$ cat src/spl_consts.vh
// constants for the serial-in, parallel-out shift latch
// assumes one system clock; all pins are sampled into that domain
// How it works
// - an eight-stage shift register loads one bit at a time and its whole content moves into an eight-bit storage register.
// - shift and storage stages each have their own clock and their own clear, and each clear overrides its clock and zeroes only its own register.
// - both clocks act on rising edges, the shift register advancing and the storage register capturing the shift register.
// - with both clocks tied together the storage register takes the shift value from before the edge, one pulse behind.
// - the last shift stage is driven on a cascade output that can feed the serial input of a following device.
`ifndef SPL_CONSTS_VH
`define SPL_CONSTS_VH
`define SPL_WIDTH        8
`define SPL_FIFO_DEPTH   16
`define SPL_FIFO_AW      4
`define SPL_SHIFT_RESET  8'h00
`define SPL_STORE_RESET  8'h00
`define SPL_PIN_COUNT    5
`define SPL_PIN_SER      0
`define SPL_PIN_SCLK     1
`define SPL_PIN_RCLK     2
`define SPL_PIN_SCLR_N   3
`define SPL_PIN_STORAGE_CLEAR_N   4
`define SPL_PIN_RESET    5'h18
`endif

$ cat src/spl_shift_latch.v
// shift register with storage register, pins oversampled on MCLK
// assumes pin clocks are far slower than MCLK (high and low each >= 2 cycles)
`timescale 1ns/1ps
`include "spl_consts.vh"
module spl_shift_latch (
	input  wire                  MCLK,
	input  wire                  RESET,
	input  wire                  SERIAL_IN,
	input  wire                  SHIFT_CLOCK,
	input  wire                  STORAGE_CLOCK,
	input  wire                  SHIFT_CLEAR_N,
	input  wire                  STORAGE_CLEAR_N,
	output reg  [`SPL_WIDTH-1:0] PARALLEL_OUT,
	output reg                   CASCADE_OUT,
	output wire [`SPL_WIDTH-1:0] LOG_DATA,
	output wire                  LOG_VALID,
	input  wire                  LOG_READY,
	output wire                  LOG_ACCEPT
);
	reg  [`SPL_PIN_COUNT-1:0] sync1_r;
	reg  [`SPL_PIN_COUNT-1:0] sync2_r;
	reg                       sclk_prev_r;
	reg                       rclk_prev_r;
	reg  [`SPL_WIDTH-1:0]     shift_r;
	reg  [`SPL_WIDTH-1:0]     shift_nxt;
	reg  [`SPL_WIDTH-1:0]     store_r;
	reg  [`SPL_WIDTH-1:0]     store_nxt;
	wire                      shift_rise;
	wire                      store_rise;
	wire                      shift_clr;
	wire                      store_clr;
	wire                      log_push;

	// two-stage pin synchroniser; first stage feeds only the second
	always @(posedge MCLK) begin
		if (RESET) begin
			sync1_r <= `SPL_PIN_RESET;
			sync2_r <= `SPL_PIN_RESET;
		end else begin
			sync1_r <= {STORAGE_CLEAR_N, SHIFT_CLEAR_N, STORAGE_CLOCK, SHIFT_CLOCK, SERIAL_IN};
			sync2_r <= sync1_r;
		end
	end

	always @(posedge MCLK) begin
		if (RESET) begin
			sclk_prev_r <= 1'b0;
			rclk_prev_r <= 1'b0;
		end else begin
			sclk_prev_r <= sync2_r[`SPL_PIN_SCLK];
			rclk_prev_r <= sync2_r[`SPL_PIN_RCLK];
		end
	end

	// same rise test on both pin clocks, kept in one place
	function rise_of;
		input now_lvl;
		input was_lvl;
		begin
			rise_of = now_lvl & ~was_lvl;
		end
	endfunction

	assign shift_rise = rise_of(sync2_r[`SPL_PIN_SCLK], sclk_prev_r);
	assign store_rise = rise_of(sync2_r[`SPL_PIN_RCLK], rclk_prev_r);
	assign shift_clr  = ~sync2_r[`SPL_PIN_SCLR_N];
	assign store_clr  = ~sync2_r[`SPL_PIN_STORAGE_CLEAR_N];

	// clears win over edges and touch only their own register
	always @* begin
		shift_nxt = shift_r;
		if (shift_clr)
			shift_nxt = `SPL_SHIFT_RESET;
		else if (shift_rise)
			shift_nxt = {shift_r[`SPL_WIDTH-2:0], sync2_r[`SPL_PIN_SER]};
	end

	// capture reads the pre-edge shift value, so tied clocks lag by one
	always @* begin
		store_nxt = store_r;
		if (store_clr)
			store_nxt = `SPL_STORE_RESET;
		else if (store_rise)
			store_nxt = shift_r;
	end

	always @(posedge MCLK) begin
		if (RESET) begin
			shift_r      <= `SPL_SHIFT_RESET;
			store_r      <= `SPL_STORE_RESET;
			PARALLEL_OUT <= `SPL_STORE_RESET;
			CASCADE_OUT  <= 1'b0;
		end else begin
			shift_r      <= shift_nxt;
			store_r      <= store_nxt;
			PARALLEL_OUT <= store_nxt;
			CASCADE_OUT  <= shift_nxt[`SPL_WIDTH-1];
		end
	end

	// capture log; a full log drops words, the pins cannot be stalled
	assign log_push = store_rise & ~store_clr;

	spl_fifo #(
		.WIDTH (`SPL_WIDTH),
		.DEPTH (`SPL_FIFO_DEPTH),
		.AW    (`SPL_FIFO_AW)
	) u_log (
		.clk         (MCLK),
		.rst         (RESET),
		.in_data     (shift_r),
		.in_valid    (log_push),
		.in_ready_r  (LOG_ACCEPT),
		.out_data_r  (LOG_DATA),
		.out_valid_r (LOG_VALID),
		.out_ready   (LOG_READY)
	);
endmodule

$ cat src/spl_fifo.v
// word fifo with a registered output stage
// assumes source and sink share the clock; sink may stall
`timescale 1ns/1ps
`include "spl_consts.vh"
module spl_fifo #(
	parameter WIDTH = `SPL_WIDTH,
	parameter DEPTH = `SPL_FIFO_DEPTH,
	parameter AW    = `SPL_FIFO_AW
) (
	input  wire             clk,
	input  wire             rst,
	input  wire [WIDTH-1:0] in_data,
	input  wire             in_valid,
	output reg              in_ready_r,
	output reg  [WIDTH-1:0] out_data_r,
	output reg              out_valid_r,
	input  wire             out_ready
);
	reg  [WIDTH-1:0] mem [0:DEPTH-1];
	reg  [AW-1:0]    wr_r;
	reg  [AW-1:0]    rd_r;
	reg  [AW:0]      count_r;
	reg  [AW:0]      count_nxt;
	wire             push;
	wire             pop;
	// pop moves a word into the output stage whenever it is free
	assign push = in_valid & in_ready_r;
	assign pop  = (count_r != {(AW+1){1'b0}}) & (~out_valid_r | out_ready);

	always @* begin
		count_nxt = count_r;
		if (push & ~pop)
			count_nxt = count_r + 1'b1;
		else if (pop & ~push)
			count_nxt = count_r - 1'b1;
	end

	always @(posedge clk) begin
		if (push)
			mem[wr_r] <= in_data;
	end

	always @(posedge clk) begin
		if (rst) begin
			wr_r        <= {AW{1'b0}};
			rd_r        <= {AW{1'b0}};
			count_r     <= {(AW+1){1'b0}};
			in_ready_r  <= 1'b0;
			out_data_r  <= {WIDTH{1'b0}};
			out_valid_r <= 1'b0;
		end else begin
			count_r    <= count_nxt;
			in_ready_r <= (count_nxt < DEPTH);
			if (push)
				wr_r <= wr_r + 1'b1;
			if (pop) begin
				out_data_r  <= mem[rd_r];
				out_valid_r <= 1'b1;
				rd_r        <= rd_r + 1'b1;
			end else if (out_ready) begin
				out_valid_r <= 1'b0;
			end
		end
	end
endmodule

$ cat config.mk
export PLATFORM = sky130hd
export DESIGN_NAME = spl_shift_latch
export DESIGN_NICKNAME = d
export VERILOG_FILES = /design/src/spl_shift_latch.v /design/src/spl_fifo.v
export VERILOG_INCLUDE_DIRS = /design/src
export SDC_FILE = /design/constraint.sdc
export NUM_CORES = 1
export LEC_CHECK = 0
export BUFFER_PORTS_ARGS = -buffer_cell sky130_fd_sc_hd__buf_2
export CAP_MARGIN = 20
export CORE_MARGIN = 1.5
export CORE_UTILIZATION = 40
export CTS_CLUSTER_SIZE = 28
export DETAILED_ROUTE_END_ITERATION = 6
export SYNTH_ARGS = -nofsm -noshare
export SYNTH_HDL_FRONTEND = slang
export SYNTH_HIERARCHICAL = 1
export SYNTH_SLANG_ARGS = --single-unit
$ cat constraint.sdc
create_clock -name MCLK -period 2.7 [get_ports MCLK]
set_clock_uncertainty 0.15 [all_clocks]
set_input_delay 0.54 -clock MCLK [delete_from_list [all_inputs] [get_ports MCLK]]
set_output_delay 0.54 -clock MCLK [all_outputs]
set_load 0.005 [all_outputs]
==> results.json <==
{
  "cts_setup_buffers": 0,
  "worst_ep_arrival_time_ns": 2.74,
  "ant_nets": 0,
  "slew-limit-headroom_pct": 42.7,
  "yosys_warnings": 6,
  "maxSlewViolCount": 0,
  "period_minus_slack_ns": 2.53,
  "internal_power_uw": 5310,
  "fin_nets": 496,
  "worst-path-max-fanout": 7,
  "cts_tree": "done",
  "p_switching_uw": 1890,
  "grt_pass1_vias": 3766,
  "rrSetupSlack_ns": 0.17,
  "seqPwrFrac_pct": 44.2,
  "drt_iter0_drc": 283,
  "grt_usage_pct": 15.8,
  "n_antenna_cell": 0,
  "setup_viol": 0,
  "worst_slew_pin_slew_ns": 0.858,
  "ctsHoldBuffers": 0,
  "wl_um": 13300,
  "peakVddDrop_uv": 634,
  "synthArstFlopShare_pct": 0,
  "power.total_uw": 7200,
  "critical_path.endpoint": "u_log/count_r[2]",
  "path_class": "flop to flop",
  "nFillCells": 1463,
  "syn_avg_cell_area_um2": 16.3,
  "cts_htree_levels": 4,
  "worstReg2RegEnd": "u_log/count_r[2]",
  "vias": 3708,
  "hold_viol": 0,
  "p_clk_share_pct": 37.4,
  "start_kind": "flop",
  "firstDrtPassIters": 4,
  "cap_violations": 0,
  "core_um2": 17400,
  "syn_area_um2": 7110,
  "fp.dieH_um": 136,
  "status": "complete, no violations",
  "worstSetupEndpointType": "flop",
  "synth_fp_nets": 452,
  "synth_cells": 435,
  "cts_buffers": 17,
  "yosys_most_used_dff": "edfxtp_1",
  "cts_sinks": 179,
  "setup_tns_ns": 0,
  "io_buffer_count": 26,
  "clockBufferDepth": 2,
  "rsz0062_at_grt": "false",
  "switching_share_pct": 26.2,
  "power_frac_comb_pct": 18.5,
  "worstSkewPairLatency_ns": 0.43,
  "fin_util_pct": 47.3,
  "synth_edf_count": 128,
  "critPathLaunch": "u_log/count_r[0]",
  "cts_root_buf": "clkbuf_16",
  "antenna_found_initial": 0,
  "ys_types": 41,
  "rr_worst_depth": 8,
  "synth-xor-area-share_pct": 0.863,
  "die_w_um": 136,
  "start_util_pct": 40.9,
  "seq_area_frac_synth_pct": 68.5,
  "fin_cells": 717,
  "clk_pin_slew_ns": 0.07,
  "ys_ff_latch": 179,
  "num_rows": 48,
  "num_io_pins": 27,
  "min_path_type": "primary input to flop",
  "area_delta_synth_final_pct": 15.4,
  "route.detailed.drc": 0,
  "vias_per_cell": 5.17,
  "powerDensity_nw_per_um2": 878,
  "synth-compound-area-share_pct": 3.91,
  "synth-simple-area-share_pct": 8.24,
  "dp_hpwl_um": 8480,
  "final_common_cell": "edfxtp_1",
  "synthMuxAreaShare_pct": 14.0,
  "grt-ovfl-total": 0,
  "avgRoutedWirePerCell_um": 18.5,
  "synth_fa_ha_area_share_pct": 1.58,
  "timing.rr.start": "u_log/count_r[0]",
  "grt_pass1_wl_um": 21100,
  "total_leakage_power_uw": 0.00299,
  "worstPathRequired_ns": 2.92,
  "fin_crit_sh_pct": 93.6,
  "final_cell_mix": "128 x edfxtp_1, 51 x dfxtp_1, 45 x nand2_1, 31 x mux4_1, 26 x buf_2",
  "synth_top_family_by_area": "multiplexers",
  "dp.cells": 685,
  "die_area_um2": 18600,
  "multiInputGateArea_um2": 2040,
  "seqCellArea_um2": 4860,
  "max_freq_mhz": 396,
  "gp_congestion": 0.751,
  "grt_max_degree": 35,
  "drive_gt1_share_pct": 18.3
}
flip-flops by register name, indices dropped and copies added, names as in the netlist, named ones only:
signal and count:
u_log/mem 128, store_r 8, u_log/out_data_r 8, shift_r 7, sync1_r 5, sync2_r 5
u_log/count_r 4, u_log/rd_r 4, u_log/wr_r 4, CASCADE_OUT 1, rclk_prev_r 1, sclk_prev_r 1
u_log/in_ready_r 1, u_log/out_valid_r 1
synthesized netlist by cell type (all sizes together), types with 2 or more instances:
library cell | instances | area share, %
edfxtp | 128 | 54
dfxtp | 51 | 14
nand2 | 46 | 2.5
mux4 | 32 | 12
a21oi | 23 | 1.6
nor2 | 21 | 1.1
buf | 20 | 2.2
mux2i | 16 | 2.3
nor2b | 12 | 1.1
ha | 9 | 1.6
nand3b | 9 | 1.1
o221ai | 9 | 1.1
nand2b | 8 | 0.70
inv | 7 | 0.37
clkbuf | 5 | 0.26
nor3 | 5 | 0.35
or2 | 4 | 0.35
xor2 | 4 | 0.49
nand3 | 3 | 0.21
xnor2 | 3 | 0.37
a211oi | 2 | 0.21
nand4 | 2 | 0.18
o21ai | 2 | 0.14
o2bb2ai | 2 | 0.25
or3 | 2 | 0.18
area by class of cell:
cell class,instances,area share [%]
Sequential cell,179,59.3
Multi-Input combinational cell,223,24.8
Clock buffer,18,5.23
Timing Repair Buffer,50,4.09
Tap cell,225,3.43
Clock inverter,14,2.73
Inverter,8,0.366
how the worst min path moves through the flow:
| stage | to | start | slack (ns) | depth (start not counted) |
|---|---|---|---|---|
| after floorplan | sync2_r[3] | sync1_r[3] | 0.24 | 1 |
| after global placement | sync2_r[3] | sync1_r[3] | 0.24 | 1 |
| after detailed placement | sync2_r[4] | sync1_r[4] | 0.25 | 1 |
| after CTS | sync1_r[4] | STORAGE_CLEAR_N | 0.13 | 2 |
| after global routing | sync1_r[4] | STORAGE_CLEAR_N | 0.14 | 2 |
| final | sync1_r[3] | SHIFT_CLEAR_N | 0.15 | 2 |
cells by family (layout without fill, tap and decap cells):
logic type / count (synthesis) / count (layout)
flip-flops: 179 / 179
AND/OR/NAND/NOR: 116 / 116
adder cells (fa/ha/maj): 9 / 9
multiplexers: 48 / 48
XOR/XNOR: 7 / 7
AO/OA/AOI/OAI: 43 / 43
buffers and inverters: 33 / 90
stage by stage:
| step | setup slack (ns) | cell area [um2] | hold WS [ns] |
|---|---|---|---|
| after floorplan | 0.297 | 7110 | 0.239 |
| after global placement | 0.259 | 7550 | 0.243 |
| after detailed placement | 0.184 | 7550 | 0.252 |
| after CTS | 0.179 | 8200 | 0.130 |
| after global routing | 0.0329 | 8200 | 0.136 |
| final | 0.174 | 8200 | 0.153 |
routing by layer:
layer	share of wire (%)	wire [um]	global-route usage [%]	vias to the layer above
met5	0	0	0	-
met4	0.88	117	5.32	0
met3	4.8	634	3.91	9
met2	47	6300	24.9	72
met1	47	6240	21.6	1865
li1	-	-	-	1762
power by group through the flow:
stage               registers [uW]  clock network [uW]  logic (uW)
finish                        3180                2690        1330
global route                  3190                2870        1450
CTS                           3170                2760        1330
detailed placement            3230                   0        1320
global placement              3230                   0        1290
floorplan                     3160                   0        1120
repair_timing:
action / in CTS / in global routing
resized for setup: 0 / 1
setup endpoints to repair: 0 / 1
endpoints found under the hold margin: 0 / 0
critical path: stages (launching register included):
cell	delay, ns
dfxtp_1	0.36
inv_1	0.10
ha_1	0.22
or4b_4	0.49
nand2_2	0.10
inv_1	0.12
ha_1	0.40
or3_1	0.39
a21oi_1	0.14
Power figures use the tool's default switching activity.
